==> config.mk <==
export PLATFORM = sky130hd
export DESIGN_NAME = sbg_glue
export DESIGN_NICKNAME = d
export VERILOG_FILES = /design/src/design/sbg_pkg.sv /design/src/design/sbg_cnt_if.sv /design/src/design/sbg_timer.sv /design/src/design/sbg_glue.sv
export SDC_FILE = /design/constraint.sdc
export NUM_CORES = 1
export LEC_CHECK = 0
export BUFFER_PORTS_ARGS = -buffer_cell sky130_fd_sc_hd__buf_2
export CAP_MARGIN = 5
export CORE_MARGIN = 2
export CORE_UTILIZATION = 45
export CTS_CLUSTER_DIAMETER = 120
export DETAILED_ROUTE_END_ITERATION = 12
export PLACE_DENSITY = 0.87
export SYNTH_ARGS = -nofsm -noshare
export SYNTH_HDL_FRONTEND = slang
export SYNTH_SLANG_ARGS = --single-unit
==> constraint.sdc <==
create_clock -name clk_sys -period 1.94 [get_ports clk_sys]
set_input_delay 0.194 -clock clk_sys [delete_from_list [all_inputs] [get_ports clk_sys]]
set_output_delay 0.194 -clock clk_sys [all_outputs]
set_load 0.01 [all_outputs]
==> src/design/sbg_pkg.sv <==
// package: constants and types for the system bus glue controller
package sbg_pkg;
    // ---------------------------------------------------------------
    // address map (word address a[20:1])
    // ---------------------------------------------------------------
    localparam logic [19:0] ROM_BASE_DEF   = 20'hc0000; // 0.5 MB rom area
    localparam logic [19:0] ROM_MASK       = 20'hc0000;
    localparam logic [19:0] IO_BASE_DEF    = 20'hb0000; // external i/o area
    localparam logic [19:0] IO_MASK        = 20'hf0000;
    localparam logic [19:0] DRAM_LIMIT     = 20'hc0000; // 1.5 MB dram below
    // ---------------------------------------------------------------
    // timing
    // ---------------------------------------------------------------
    localparam int          CLK_MHZ        = 100;
    localparam int          WDOG_US        = 64;
    localparam int          WDOG_CYC       = WDOG_US * CLK_MHZ;
    localparam int          RST_US         = 100;
    localparam int          RST_CYC        = RST_US * CLK_MHZ;
    localparam int          CNT_W          = 16;
    localparam logic [15:0] DATA_RESET     = 16'h0000;
    // ---------------------------------------------------------------
    // states
    // ---------------------------------------------------------------
    typedef enum logic [1:0] {
        SBG_IDLE  = 2'b00,
        SBG_ACK   = 2'b01,
        SBG_BERR  = 2'b10,
        SBG_WAIT  = 2'b11
    } sbg_bus_state_t;
endpackage

==> src/design/sbg_cnt_if.sv <==
// interface: timer control between glue top and counter
`timescale 1ns/1ns
`default_nettype none
interface sbg_cnt_if;
    logic        restart;
    logic        run;
    logic [15:0] limit;
    logic        expired;
    modport owner (output restart, output run, output limit, input expired);
    modport timer (input restart, input run, input limit, output expired);
endinterface
`default_nettype wire

==> src/design/sbg_timer.sv <==
// module: restartable down-counting timer with expiry flag
`timescale 1ns/1ns
`default_nettype none
module sbg_timer
    import sbg_pkg::*;
(
    input  wire logic  clk_sys,
    input  wire logic  rst_n,
    sbg_cnt_if.timer   ctl
);
    logic [CNT_W-1:0] cnt_q;
    logic [CNT_W-1:0] cnt_d;
    logic             exp_q;
    logic             exp_d;

    always_comb begin
        cnt_d = cnt_q;
        exp_d = exp_q;
        if (ctl.restart) begin
            cnt_d = ctl.limit;
            exp_d = 1'b0;
        end else if (ctl.run && !exp_q) begin
            if (cnt_q <= 16'h0001) begin
                exp_d = 1'b1;
            end else begin
                cnt_d = cnt_q - 16'h0001;
            end
        end
    end

    always_ff @(posedge clk_sys) begin
        if (!rst_n) begin
            cnt_q <= '0;
            exp_q <= 1'b0;
        end else begin
            cnt_q <= cnt_d;
            exp_q <= exp_d;
        end
    end

    assign ctl.expired = exp_q;
endmodule
`default_nettype wire

==> src/design/sbg_glue.sv <==
// module: system bus glue controller top
//
// Behaviour
// cpu holds address while strobes low
// write data stable; drive only reads
// upper strobe d0-7, lower d8-15
// direction low means write
// ignore accesses without chip select
// open-drain acknowledge when cycle proceeds
// reset output low during sequence
// halt output low during sequence
// low reset input starts sequence
// bus error on strobe at timeout
// rom select on strobed rom reads
// io select on strobed io accesses
// open-drain interrupt request output
// crystal divided by two output
// crystal divided by four output
// map 1.5 MB dram, 0.5 MB rom
// timeout and bases are parameters
// watchdog restarts per cycle, stops idle
`timescale 1ns/1ns
`default_nettype none
module sbg_glue
    import sbg_pkg::*;
#(
    parameter int          WDOG_CYCLES = WDOG_CYC,
    parameter int          RST_CYCLES  = RST_CYC,
    parameter logic [19:0] ROM_BASE    = ROM_BASE_DEF,
    parameter logic [19:0] IO_BASE     = IO_BASE_DEF
) (
    input  wire logic        clk_sys,
    input  wire logic        rst_n,
    input  wire logic [20:1] addr,
    input  wire logic [15:0] data_in,
    output logic      [15:0] data_out,
    output logic      [15:0] data_oe,
    input  wire logic        upper_byte_strobe_n,
    input  wire logic        lower_byte_strobe_n,
    input  wire logic        read_not_write,
    input  wire logic        device_select_n,
    input  wire logic        reset_in_n,
    input  wire logic        irq_req,
    input  wire logic [15:0] rd_data,
    output logic      [15:0] wr_data,
    output logic      [1:0]  wr_lanes,
    output logic             wr_strobe,
    output logic             dram_select,
    output logic             transfer_ack_n,
    output logic             transfer_ack_oe,
    output logic             reset_out_n,
    output logic             reset_out_oe,
    output logic             halt_out_n,
    output logic             halt_out_oe,
    output logic             bus_error_n,
    output logic             bus_error_oe,
    output logic             rom_select_n,
    output logic             io_select_n,
    output logic             irq_out_n,
    output logic             irq_out_oe,
    output logic             crystal_half_clock,
    output logic             crystal_quarter_clock
);
    // ---------------------------------------------------------------
    // decode
    // ---------------------------------------------------------------
    logic       strobe;
    logic       sel;
    logic       in_rom;
    logic       in_io;
    logic       in_dram;
    logic [1:0] lanes;

    // byte lanes: upper strobe on d0-7, lower on d8-15
    assign lanes   = {~lower_byte_strobe_n, ~upper_byte_strobe_n};
    assign strobe  = |lanes;
    assign sel     = strobe && !device_select_n;
    assign in_rom  = (addr & ROM_MASK) == ROM_BASE;
    assign in_io   = (addr & IO_MASK) == IO_BASE;
    assign in_dram = addr < DRAM_LIMIT;

    // ---------------------------------------------------------------
    // reset sequencer
    // ---------------------------------------------------------------
    logic [CNT_W-1:0] rst_cnt_q;
    logic [CNT_W-1:0] rst_cnt_d;
    logic             rst_act_q;
    logic             rst_act_d;

    always_comb begin
        rst_cnt_d = rst_cnt_q;
        rst_act_d = rst_act_q;
        if (!reset_in_n) begin
            rst_cnt_d = CNT_W'(RST_CYCLES);
            rst_act_d = 1'b1;
        end else if (rst_act_q) begin
            if (rst_cnt_q <= 16'h0001) begin
                rst_act_d = 1'b0;
            end else begin
                rst_cnt_d = rst_cnt_q - 16'h0001;
            end
        end
    end

    always_ff @(posedge clk_sys) begin
        if (!rst_n) begin
            rst_cnt_q <= CNT_W'(RST_CYCLES);
            rst_act_q <= 1'b1;
        end else begin
            rst_cnt_q <= rst_cnt_d;
            rst_act_q <= rst_act_d;
        end
    end

    // ---------------------------------------------------------------
    // watchdog
    // ---------------------------------------------------------------
    sbg_cnt_if wd ();
    logic strobe_q;

    assign wd.restart = strobe && !strobe_q;
    assign wd.run     = strobe;
    assign wd.limit   = CNT_W'(WDOG_CYCLES);

    sbg_timer u_wdog (
        .clk_sys (clk_sys),
        .rst_n   (rst_n),
        .ctl     (wd)
    );

    // ---------------------------------------------------------------
    // bus cycle control
    // ---------------------------------------------------------------
    sbg_bus_state_t st_q;
    sbg_bus_state_t st_d;
    logic [15:0]    dout_q;
    logic [15:0]    dout_d;
    logic [15:0]    doe_q;
    logic [15:0]    doe_d;
    logic [15:0]    wdat_q;
    logic [15:0]    wdat_d;
    logic [1:0]     wlan_q;
    logic [1:0]     wlan_d;
    logic           wstb_q;
    logic           wstb_d;
    logic           ack_q;
    logic           ack_d;
    logic           berr_q;
    logic           berr_d;
    logic           rom_n_q;
    logic           rom_n_d;
    logic           io_n_q;
    logic           io_n_d;
    logic           dram_q;
    logic           dram_d;

    always_comb begin
        st_d   = st_q;
        dout_d = dout_q;
        doe_d  = 16'h0000;
        wdat_d = wdat_q;
        wlan_d = wlan_q;
        wstb_d = 1'b0;
        ack_d  = 1'b0;
        berr_d = 1'b0;
        rom_n_d = !(sel && read_not_write && in_rom);
        io_n_d  = !(sel && in_io);
        dram_d = sel && in_dram && !in_io;
        case (st_q)
            SBG_IDLE: begin
                if (sel && !rst_act_q) begin
                    if (!read_not_write) begin
                        wdat_d = data_in;
                        wlan_d = lanes;
                        wstb_d = 1'b1;
                    end
                    st_d = SBG_ACK;
                end
            end
            SBG_ACK: begin
                ack_d = 1'b1;
                if (read_not_write) begin
                    dout_d = rd_data;
                    doe_d  = {{8{lanes[1]}}, {8{lanes[0]}}};
                end
                if (!strobe) begin
                    st_d = SBG_IDLE;
                end else if (wd.expired) begin
                    st_d = SBG_BERR;
                end
            end
            SBG_BERR: begin
                berr_d = 1'b1;
                if (!strobe) begin
                    st_d = SBG_IDLE;
                end
            end
            SBG_WAIT: begin
                st_d = SBG_IDLE;
            end
            default: begin
                st_d = SBG_IDLE;
            end
        endcase
        // unclaimed strobe still trips the watchdog; stale expiry ignored on restart
        if (st_q == SBG_IDLE && strobe && wd.expired && !wd.restart) begin
            st_d = SBG_BERR;
        end
        if (!strobe && st_q != SBG_IDLE) begin
            doe_d = 16'h0000;
            ack_d = 1'b0;
        end
    end

    always_ff @(posedge clk_sys) begin
        if (!rst_n) begin
            st_q     <= SBG_IDLE;
            dout_q   <= DATA_RESET;
            doe_q    <= 16'h0000;
            wdat_q   <= DATA_RESET;
            wlan_q   <= 2'b00;
            wstb_q   <= 1'b0;
            ack_q    <= 1'b0;
            berr_q   <= 1'b0;
            rom_n_q  <= 1'b1;
            io_n_q   <= 1'b1;
            dram_q   <= 1'b0;
            strobe_q <= 1'b0;
        end else begin
            st_q     <= st_d;
            dout_q   <= dout_d;
            doe_q    <= doe_d;
            wdat_q   <= wdat_d;
            wlan_q   <= wlan_d;
            wstb_q   <= wstb_d;
            ack_q    <= ack_d;
            berr_q   <= berr_d;
            rom_n_q  <= rom_n_d;
            io_n_q   <= io_n_d;
            dram_q   <= dram_d;
            strobe_q <= strobe;
        end
    end

    // ---------------------------------------------------------------
    // interrupt and clock dividers
    // ---------------------------------------------------------------
    logic       irq_q;
    logic       irq_d;
    logic [1:0] div_q;
    logic [1:0] div_d;

    always_comb begin
        irq_d = irq_req;
        div_d = div_q + 2'b01;
    end

    always_ff @(posedge clk_sys) begin
        if (!rst_n) begin
            irq_q <= 1'b0;
            div_q <= 2'b00;
        end else begin
            irq_q <= irq_d;
            div_q <= div_d;
        end
    end

    // ---------------------------------------------------------------
    // outputs (open-drain pins: level low, enable high when pulling)
    // ---------------------------------------------------------------
    assign data_out              = dout_q;
    assign data_oe               = doe_q;
    assign wr_data               = wdat_q;
    assign wr_lanes              = wlan_q;
    assign wr_strobe             = wstb_q;
    assign dram_select           = dram_q;
    assign transfer_ack_n        = 1'b0;
    assign transfer_ack_oe       = ack_q;
    assign reset_out_n           = 1'b0;
    assign reset_out_oe          = rst_act_q;
    assign halt_out_n            = 1'b0;
    assign halt_out_oe           = rst_act_q;
    assign bus_error_n           = 1'b0;
    assign bus_error_oe          = berr_q;
    assign rom_select_n          = rom_n_q;
    assign io_select_n           = io_n_q;
    assign irq_out_n             = 1'b0;
    assign irq_out_oe            = irq_q;
    assign crystal_half_clock    = div_q[0];
    assign crystal_quarter_clock = div_q[1];
endmodule
`default_nettype wire

==> Word-level counts from Yosys, hierarchy flattened <==
Index checks and enable logic that the tools add are counted.
{ "classes": {"add_sub_neg": 3, "magnitude_cmp": 3, "eq_ne": 12, "mux": 14, "bitwise": 7, "reduce_logical": 40} }
{ "op_table": {"columns": ["cell", "count"], "rows": [
  ["$mux 13", 3],
  ["$le 16x1->1 const B", 2],
  ["$sub 16x1->16 const B", 2],
  ["$lt 20x20->1 const B", 1],
  ["$logic_and 1x1->1", 13],
  ["$reduce_and 2->1", 6],
  ["$reduce_and 3->1", 4],
  ["$mux 2", 5],
  ["$logic_not 1->1", 9],
  ["$pmux 2 s4", 1],
  ["$reduce_or 2->1", 4],
  ["$not 1->1", 7],
  ["$eq 2x2->1 const B", 3],
  ["$ne 2x2->1 const B", 3],
  ["$ne 3x2->1 const B", 2],
  ["$mux 1", 5],
  ["$eq 4x4->1 const B", 1],
  ["$ne 4x3->1 const B", 1],
  ["$reduce_bool 2->1", 2],
  ["$reduce_or 4->1", 1],
  ["$ne 3x3->1 const B", 1],
  ["$add 2x1->2 const B", 1],
  ["$eq 2x1->1 const B", 1],
  ["$logic_not 2->1", 1]
]} }
{ "totals": {"ff_bits": 89, "inputBits": 60, "output_inout_bits": 66, "word_cells": 99} }

==> Longest topological paths before layout <==
Gate-level depths: netlist of the first run.
{ "logic_depth": {"ltp_word": 7, "mapped_depth": 7} }

==> Modules after synthesis <==
From an unflattened synthesis of the first run, not the netlist that was laid out.
{ "hier_totals": {"hier_cells": 451, "hier_area_um2": 3728.6} }
{ "modules_own_cells": {"columns": ["mod", "n_inst", "cells_per_inst", "area_per_inst_um2"], "rows": [
  ["sbg_glue", 1, 329, 2707.6],
  ["sbg_timer", 1, 122, 1021.0]
]} }

==> Worst setup path before layout of the first run <==
No wires, ideal clock.
{ "synth_path": {"kind": "register -> register", "start": "reg rst_cnt_q[0]", "end": "reg rst_cnt_q[14]", "arrival_ns": 1.734, "required_time_ns": 1.802, "path_slack_ns": 0.068, "stages_incl_launch_ff": 7, "path_cell_list": "dfxtp_1 inv_1 ha_1 or2_2 and4_1 a2111oi_0 o21ai_0"} }
{ "synth_between": {"elab_chain_cells": 3} }
{ "synth_lines": {"columns": ["element", "line", "text"], "rows": [
  ["start: declaration", "sbg_glue.sv:85", "logic [CNT_W-1:0] rst_cnt_q;"],
  ["start signal: assignment", "sbg_glue.sv:107", "rst_cnt_q <= CNT_W'(RST_CYCLES);"],
  ["start signal: assignment", "sbg_glue.sv:110", "rst_cnt_q <= rst_cnt_d;"],
  ["$le 16x1->1", "sbg_glue.sv:97", "if (rst_cnt_q <= 16'h0001) begin"],
  ["$not 1->1 (no source line)", null, null],
  ["$reduce_and 2->1 (no source line)", null, null]
]} }
Parallel ways exist; a longest one is shown, timed or not.
A chain may end at the register's enable or synchronous reset.

==> Final worst setup path of the first run <==
{ "layout_path": {"start": "reg rst_cnt_q[0]", "end": "reg rst_cnt_q[10]"} }
Same word-level chain as after synthesis.

==> impl_metrics.sql, run 1 <==
INSERT INTO impl_metrics (metric_group, metric, value, unit) VALUES
('sta', 'rsz0062_at_grt', 'no', ''),
('routing', 'route.detailed.vias_per_inst', '5.10', ''),
('routing', 'routed-via-count', '3157', ''),
('yosys', 'synth_cell_type_count', '57', ''),
('routing', 'drt_first_iter_violations', '131', ''),
('sta', 'postLayoutSetupSlackWorst', '109', 'ps'),
('sta', 'worst-slew-pin-transition', '590', 'ps'),
('yosys', 'avgSynthCellArea', '8.95', 'um^2'),
('worst_setup_path', 'crit_chain', 'inv_1 > ha_1 > or2_4 > and4_4 > buf_4 > a211oi_4 > and3_1 > o21ai_1', ''),
('worst_setup_path', 'worst_r2r_startpoint', 'rst_cnt_q[0]', ''),
('pwr', 'max-vdd-ir-drop', '612', 'uV'),
('global_routing', 'grt_pass1_vias', '2978', ''),
('worst_setup_path', 'critical_path.n_buffers_inverters', '2', ''),
('place', 'detailedPlacementHpwl', '5.87', 'mm'),
('worst_setup_path', 'worstSetupPathDepth', '8', ''),
('routing', 'route.detailed.drc', '0', ''),
('global_routing', 'grt_antenna_before_repair', '0', ''),
('sta', 'finalCriticalPeriod', '1830', 'ps'),
('pwr', 'post-layout-total-power', '4.30', 'mW'),
('yosys', 'synth_sequential_area_ratio', '44.7', '%'),
('yosys', 'ys.flop_type', 'sky130_fd_sc_hd__dfxtp_1', ''),
('global_routing', 'grt-ovfl-total', '0', ''),
('place', 'port-buffer-count', '104', ''),
('floorplan', 'die_area', '8890', 'um^2'),
('place', 'preCtsSetupSlack', '-64.0', 'ps'),
('yosys', 'synthDominantCellAreaShare', '44.7', '%'),
('pwr', 'power_per_cell_area', '946', 'nW/um^2'),
('clocking', 'ctsHoldBuffers', '0', ''),
('worst_setup_path', 'worst_setup_path_startpoint', 'rst_cnt_q[0]', ''),
('sta', 'worst_hold_check_slack', '36.6', 'ps'),
('worst_setup_path', 'critical_path.max_fanout', '4', ''),
('routing', 'final_antenna_net_count', '0', ''),
('clocking', 'tritoncts', 'yes', ''),
('clocking', 'ctsRootBufferMaster', 'sky130_fd_sc_hd__clkbuf_8', ''),
('sta', 'fin_worst_skew', '13.4', 'ps'),
('sta', 'max_clock_freq', '546', 'MHz'),
('worst_setup_path', 'timing.rr.end', 'rst_cnt_q[10]', ''),
('hold_path', 'holdCritPathClass', 'input port to flop', ''),
('yosys', 'synth_top_cells_by_area', 'sky130_fd_sc_hd__dfxtp_1 45%, sky130_fd_sc_hd__nand2_1 8.7%, sky130_fd_sc_hd__a21boi_0 6.5%', ''),
('global_routing', 'first_pass_grt_wire_length', '13.3', 'mm'),
('worst_setup_path', 'critical-path-slowest-cell', 'sky130_fd_sc_hd__dfxtp_2', ''),
('final_layout', 'design_area', '4550', 'um^2'),
('sta', 'finalMaxSlewViolations', '0', ''),
('sta', 'final-setup-viol-count', '0', ''),
('yosys', 'async_reset_ff_share', '0', '%'),
('sta', 'slew-limit-headroom', '60.6', '%'),
('yosys', 'post_synth_most_frequent_cells', '85 x sky130_fd_sc_hd__nand2_1, 82 x sky130_fd_sc_hd__dfxtp_1, 35 x sky130_fd_sc_hd__nor2_1', ''),
('floorplan', 'num_io_pins', '126', ''),
('place', 'globalplace.congestion', '0.867', ''),
('floorplan', 'chipWidth', '94.3', 'um'),
('routing', 'average_routed_wire_per_standard_cell', '13.2', 'um'),
('final_layout', 'nNetsFinal', '576', ''),
('worst_setup_path', 'worstPathRequired', '2170', 'ps'),
('yosys', 'postSynthRegisterBits', '82', ''),
('yosys', 'synthesis.area', '3670', 'um^2'),
('clocking', 'path_clk_slew', '80', 'ps'),
('status', 'status', 'complete, no violations', ''),
('worst_setup_path', 'setup.worst_path.end', 'rst_cnt_q[10]', ''),
('routing', 'route.final.wire_length', '8.16', 'mm'),
('worst_setup_path', 'start_kind', 'flop', ''),
('sta', 'final_hold_viol_count', '0', ''),
('yosys', 'ys_warn_count', '0', ''),
('place', 'detailed_place.area', '4250', 'um^2'),
('worst_setup_path', 'crit_path_end_kind', 'flop', ''),
('worst_setup_path', 'rrSetupSlack', '110', 'ps'),
('sta', 'layout_worst_path_cycle_share', '94.4', '%'),
('final_layout', 'fillCellCount', '671', ''),
('clocking', 'tritoncts.num_buffers', '9', ''),
('flow_run', 'timing.max_cap.violations', '0', ''),
('floorplan', 'core_area', '7810', 'um^2'),
('clocking', 'clock-sinks', '82', '');
cells in the final DEF (no fill, tap or decap), types with 6 or more instances in the layout:
cell type                  count
sky130_fd_sc_hd__a21boi_0     32
sky130_fd_sc_hd__a21oi_1       8
sky130_fd_sc_hd__buf_2       104
sky130_fd_sc_hd__buf_4        20
sky130_fd_sc_hd__clkbuf_8      9
sky130_fd_sc_hd__dfxtp_1      79
sky130_fd_sc_hd__nand2_1      84
sky130_fd_sc_hd__nand4_1       6
sky130_fd_sc_hd__nor2_1       35
sky130_fd_sc_hd__nor3_1        7
sky130_fd_sc_hd__o211ai_1      6
sky130_fd_sc_hd__o21ai_0       8
sky130_fd_sc_hd__xnor2_1      11
sky130_fd_sc_hd__xor2_1       10
cell families (layout without fill, tap and decap cells):
kind of cell	after synthesis	after routing	share of synthesized area, %
flip-flops	82	82	44.7
buffers and inverters	42	145	6.78
XOR/XNOR	21	21	5.01
multiplexers	2	2	0.580
other	1	5	0.102
adder cells (fa/ha/maj)	4	4	1.36
AND/OR/NAND/NOR	178	178	24.7
AO/OA/AOI/OAI	80	80	16.7
sequential cells by signal (all words and copies together) (netlist names), 2 cells and up:
name,flops
st_q,2
rst_cnt_q,16
data_oe,2
wr_lanes,2
data_out,16
div_q,2
u_wdog.cnt_q,16
wr_data,16
layout make-up:
type / count / area [um^2] / share of cell area, %
Clock buffer: 10 / 128 / 2.81
Clock inverter: 6 / 114 / 2.50
Inverter: 5 / 18.8 / 0.413
Multi-Input combinational cell: 290 / 1850 / 40.6
Sequential cell: 82 / 1650 / 36.2
Tap cell: 102 / 128 / 2.81
Timing Repair Buffer: 124 / 671 / 14.7
where the power goes:
| group | internal (mW) | switching [mW] |
|---|---|---|
| Combinational | 0.438 | 0.502 |
| Clock | 0.862 | 0.616 |
| Sequential | 1.77 | 0.118 |
| Total | 3.07 | 1.24 |
worst register-to-register path, delay by kind of cell, from the launching register on:
| kind | cells | cell delay (ps) |
|---|---|---|
| and+or+nand+nor | 3 | 610 |
| DFF | 1 | 360 |
| AOI/OAI and AO/OA | 2 | 310 |
| buffers and inverters | 2 | 210 |
| adders and majority gates | 1 | 210 |
worst min path at each step:
stage,start,endpoint,slack [ps],depth (start not counted)
6_report,device_select_n,dram_select,40,2
5_1_grt,device_select_n,dram_select,20,2
4_1_cts,device_select_n,dram_select,20,2
3_5_place_dp,device_select_n,dram_select,400,2
3_3_place_gp,addr[20],io_select_n,390,2
2_1_floorplan,addr[20],io_select_n,270,1
stage by stage:
step	instances	TNS, ps	utilization (%)
final	619	0	58.3
after global routing	619	0	58.3
after CTS	618	0	57.6
after detailed placement	602	-104	54.4
after global placement	602	0	54.4
after floorplan	414	0	-
per-layer routing:
metal  part of all wire (%)  up-vias  wire length (um)  GRT usage, %
met5                      0        -                 0             0
met4                   0.60        0                49          5.68
met3                    5.6        4               454          5.30
met2                     51      102              4160          33.3
met1                     43     1472              3500          22.0
li1                       -     1579                 -             -
timing repair:
action | 4_1_cts | 5_1_grt
setup buffers | 0 | 1
gates resized for setup | 3 | 11
gates cloned | 0 | 0
pin swaps | 2 | 4
setup endpoints to repair | 5 | 11
No activity file was read; power rests on OpenSTA's default activity.
==> run 2, diff against run 1 <==
--- a/config.mk
+++ b/config.mk
@@ -8,10 +8,11 @@
 export BUFFER_PORTS_ARGS = -buffer_cell sky130_fd_sc_hd__buf_2
 export CAP_MARGIN = 5
 export CORE_MARGIN = 2
-export CORE_UTILIZATION = 45
+export CORE_UTILIZATION = 47
+export CTS_BUF_LIST = sky130_fd_sc_hd__clkbuf_4
 export CTS_CLUSTER_DIAMETER = 120
 export DETAILED_ROUTE_END_ITERATION = 12
-export PLACE_DENSITY = 0.87
+export PLACE_DENSITY = 0.9
 export SYNTH_ARGS = -nofsm -noshare
 export SYNTH_HDL_FRONTEND = slang
 export SYNTH_SLANG_ARGS = --single-unit
==> impl_metrics.sql, run 2 (synthesized netlist as in run 1, its figures left out) <==
INSERT INTO impl_metrics (metric_group, metric, value, unit) VALUES
('hold_path', 'worst_hold_path_ep', 'data_out[4]', ''),
('clocking', 'clock-sinks', '82', ''),
('final_layout', 'syn2layout_area_growth', '30.9', '%'),
('place', 'port-buffer-count', '104', ''),
('worst_setup_path', 'path_class', 'flop to flop', ''),
('global_routing', 'first_pass_grt_wire_length', '14.7', 'mm'),
('sta', 'finalCriticalPeriod', '1860', 'ps'),
('sta', 'fin_setup_tns', '0', 'ps'),
('worst_setup_path', 'reg2reg_depth', '8', ''),
('pwr', 'power_per_cell_area', '820', 'nW/um^2'),
('global_routing', 'grt_antenna_before_repair', '0', ''),
('final_layout', 'final_core_util', '62.8', '%'),
('worst_setup_path', 'worstPathRequired', '2240', 'ps'),
('global_routing', 'grt_pass1_vias', '3324', ''),
('pwr', 'max-vdd-ir-drop', '506', 'uV'),
('global_routing', 'grt_start_max_net_pins', '37', ''),
('place', 'detailedPlacementHpwl', '6.01', 'mm'),
('clocking', 'ctsRootBufferMaster', 'sky130_fd_sc_hd__clkbuf_4', ''),
('floorplan', 'initial_utilization', '48.0', '%'),
('routing', 'route.final.wire_length', '9.19', 'mm'),
('clocking', 'tritoncts.num_buffers', '9', ''),
('sta', 'fin_worst_skew', '17.7', 'ps'),
('worst_setup_path', 'crit_path_end_kind', 'flop', ''),
('final_layout', 'layout_common_cells', '104 x sky130_fd_sc_hd__buf_2, 85 x sky130_fd_sc_hd__nand2_1, 80 x sky130_fd_sc_hd__dfxtp_1, 35 x sky130_fd_sc_hd__nor2_1, 34 x sky130_fd_sc_hd__dlygate4sd3_1', ''),
('worst_setup_path', 'rrSetupSlack', '80', 'ps'),
('pwr', 'internal_power', '2.68', 'mW'),
('sta', 'rsz0062_at_grt', 'no', ''),
('place', 'globalplace.congestion', '0.898', ''),
('clocking', 'clk_path_buf_depth', '2', ''),
('routing', 'route.detailed.vias_per_inst', '5.21', ''),
('floorplan', 'rows', '32', ''),
('final_layout', 'design_area', '4800', 'um^2'),
('pwr', 'p_sw_share', '32.0', '%'),
('pwr', 'combPwrFrac', '25.8', '%'),
('worst_setup_path', 'start_kind', 'flop', ''),
('final_layout', 'instances_no_fill', '654', ''),
('hold_path', 'holdCritPathClass', 'input port to flop', ''),
('routing', 'final_antenna_net_count', '0', ''),
('routing', 'routed-via-count', '3410', ''),
('final_layout', 'nNetsFinal', '611', ''),
('place', 'detailed_place.area', '4230', 'um^2'),
('routing', 'route.detailed.drc', '0', ''),
('sta', 'final_hold_viol_count', '0', ''),
('floorplan', 'core_area', '7650', 'um^2'),
('status', 'status', 'complete, no violations', ''),
('routing', 'drt_first_iter_violations', '173', ''),
('pwr', 'total_switching_power', '1.26', 'mW'),
('flow_run', 'timing.max_cap.violations', '0', ''),
('worst_setup_path', 'timing.rr.end', 'rst_cnt_q[10]', ''),
('global_routing', 'grt-ovfl-total', '0', ''),
('pwr', 'power_frac_clock', '26.1', '%'),
('pwr', 'power.sequential.fraction', '48.1', '%'),
('global_routing', 'grt.total_usage', '21.6', '%'),
('floorplan', 'chipWidth', '92.4', 'um'),
('sta', 'max_clock_freq', '539', 'MHz'),
('worst_setup_path', 'worstPathArrival', '2150', 'ps'),
('sta', 'layout_worst_path_cycle_share', '95.7', '%'),
('final_layout', 'final_layout_size_suffix_gt1_share', '30.4', '%'),
('worst_setup_path', 'critical_path.max_fanout', '3', ''),
('clocking', 'tritoncts', 'yes', ''),
('hold_path', 'launch_point_of_the_worst_hold_path', 'rd_data[4]', ''),
('worst_setup_path', 'worst_r2r_startpoint', 'rst_cnt_q[0]', ''),
('sta', 'final-setup-viol-count', '0', ''),
('clocking', 'path_clk_slew', '130', 'ps'),
('sta', 'finalMaxSlewViolations', '0', ''),
('clocking', 'insertion_delay', '430', 'ps'),
('floorplan', 'die_height', '92.4', 'um'),
('floorplan', 'die_area', '8530', 'um^2'),
('routing', 'count_of_tritonroute_iterations_in_the_first_routing_pass', '5', ''),
('clocking', 'htreeDepth', '3', ''),
('place', 'place_inst', '600', ''),
('pwr', 'power.static_leakage', '2.05', 'nW'),
('floorplan', 'num_io_pins', '126', ''),
('final_layout', 'antenna-diode-count', '0', ''),
('routing', 'average_routed_wire_per_standard_cell', '14.0', 'um'),
('hold_path', 'worst_hold_path.num_cells', '3', ''),
('final_layout', 'final_common_cell', 'sky130_fd_sc_hd__buf_2', '');
-- run 2: cell types whose count changed in the layout (fill, tap and decap cells not counted), moves of 2 or more --
cell / change
sky130_fd_sc_hd__clkbuf_8: -9
sky130_fd_sc_hd__dlygate4sd3_1: +34
sky130_fd_sc_hd__clkbuf_4: +10
sky130_fd_sc_hd__bufinv_16: -2
-- run 2: worst max path at each step --
stage / from / end / slack [ps] / cells past startpoint
final: rst_cnt_q[0] / rst_cnt_q[10] / 80 / 8
after global routing: u_wdog.cnt_q[4] / u_wdog.cnt_q[7] / 1 / 5
after CTS: rst_cnt_q[0] / rst_cnt_q[10] / 30 / 8
after detailed placement: rst_cnt_q[0] / rst_cnt_q[10] / -50 / 8
after global placement: rst_cnt_q[0] / rst_cnt_q[14] / 30 / 6
after floorplan: rst_cnt_q[0] / rst_cnt_q[14] / 70 / 6
-- run 2: timing repair --
item | 4_1_cts | 5_1_grt
gates resized for setup | 3 | 9
setup endpoints to repair | 4 | 19
pin swaps | 0 | 5
hold buffers | 34 | 0
setup buffers | 0 | 4
hold endpoints to repair | 32 | 0
gates cloned | 0 | 0
-- run 2: area by class of cell --
| cell class | count | area [um^2] |
|---|---|---|
| multi-input cells | 290 | 1850 |
| clock buffers | 10 | 75.1 |
| repair buffers | 159 | 1020 |
| fillers | 616 | 2840 |
| clock inverters | 6 | 73.8 |
| inverters | 5 | 18.8 |
| flip-flops and latches | 82 | 1640 |
| well taps | 102 | 128 |
-- run 2: per-stage QoR --
stage | total power [mW] | hold slack, ps | setup WS (ps)
2_1_floorplan | 2.56 | 266 | 67.9
3_3_place_gp | 2.76 | 392 | 33.6
3_5_place_dp | 2.81 | 403 | -52.5
4_1_cts | 3.89 | 4.95 | 29.1
5_1_grt | 4.15 | 3.05 | 1.36
6_report | 3.94 | 14.2 | 84.1
-- run 2: power groups by stage --
stage / clock network, mW / logic, mW / registers, mW
5_1_grt: 1.12 / 1.12 / 1.91
2_1_floorplan: 0 / 0.656 / 1.90
3_5_place_dp: 0 / 0.887 / 1.92
3_3_place_gp: 0 / 0.847 / 1.91
6_report: 1.03 / 1.02 / 1.90
4_1_cts: 1.05 / 0.946 / 1.89
-- run 2: critical path, cell delays in order, from the launching register on --
cell	delay [ps]
sky130_fd_sc_hd__dfxtp_2	370
sky130_fd_sc_hd__inv_1	60
sky130_fd_sc_hd__ha_1	200
sky130_fd_sc_hd__or2_2	300
sky130_fd_sc_hd__and4_4	180
sky130_fd_sc_hd__buf_4	150
sky130_fd_sc_hd__a211oi_4	230
sky130_fd_sc_hd__and3_1	190
sky130_fd_sc_hd__o21ai_1	60
-- run 2: routing by layer --
metal  track usage, %  part of all wire (%)  vias up  wire length (um)
met5                0                     0        -                 0
met4             10.9                   2.6        0               238
met3             5.13                   6.8       23               621
met2             39.1                    52      140              4810
met1             23.4                    38     1586              3520
li1                 -                     -     1661                 -
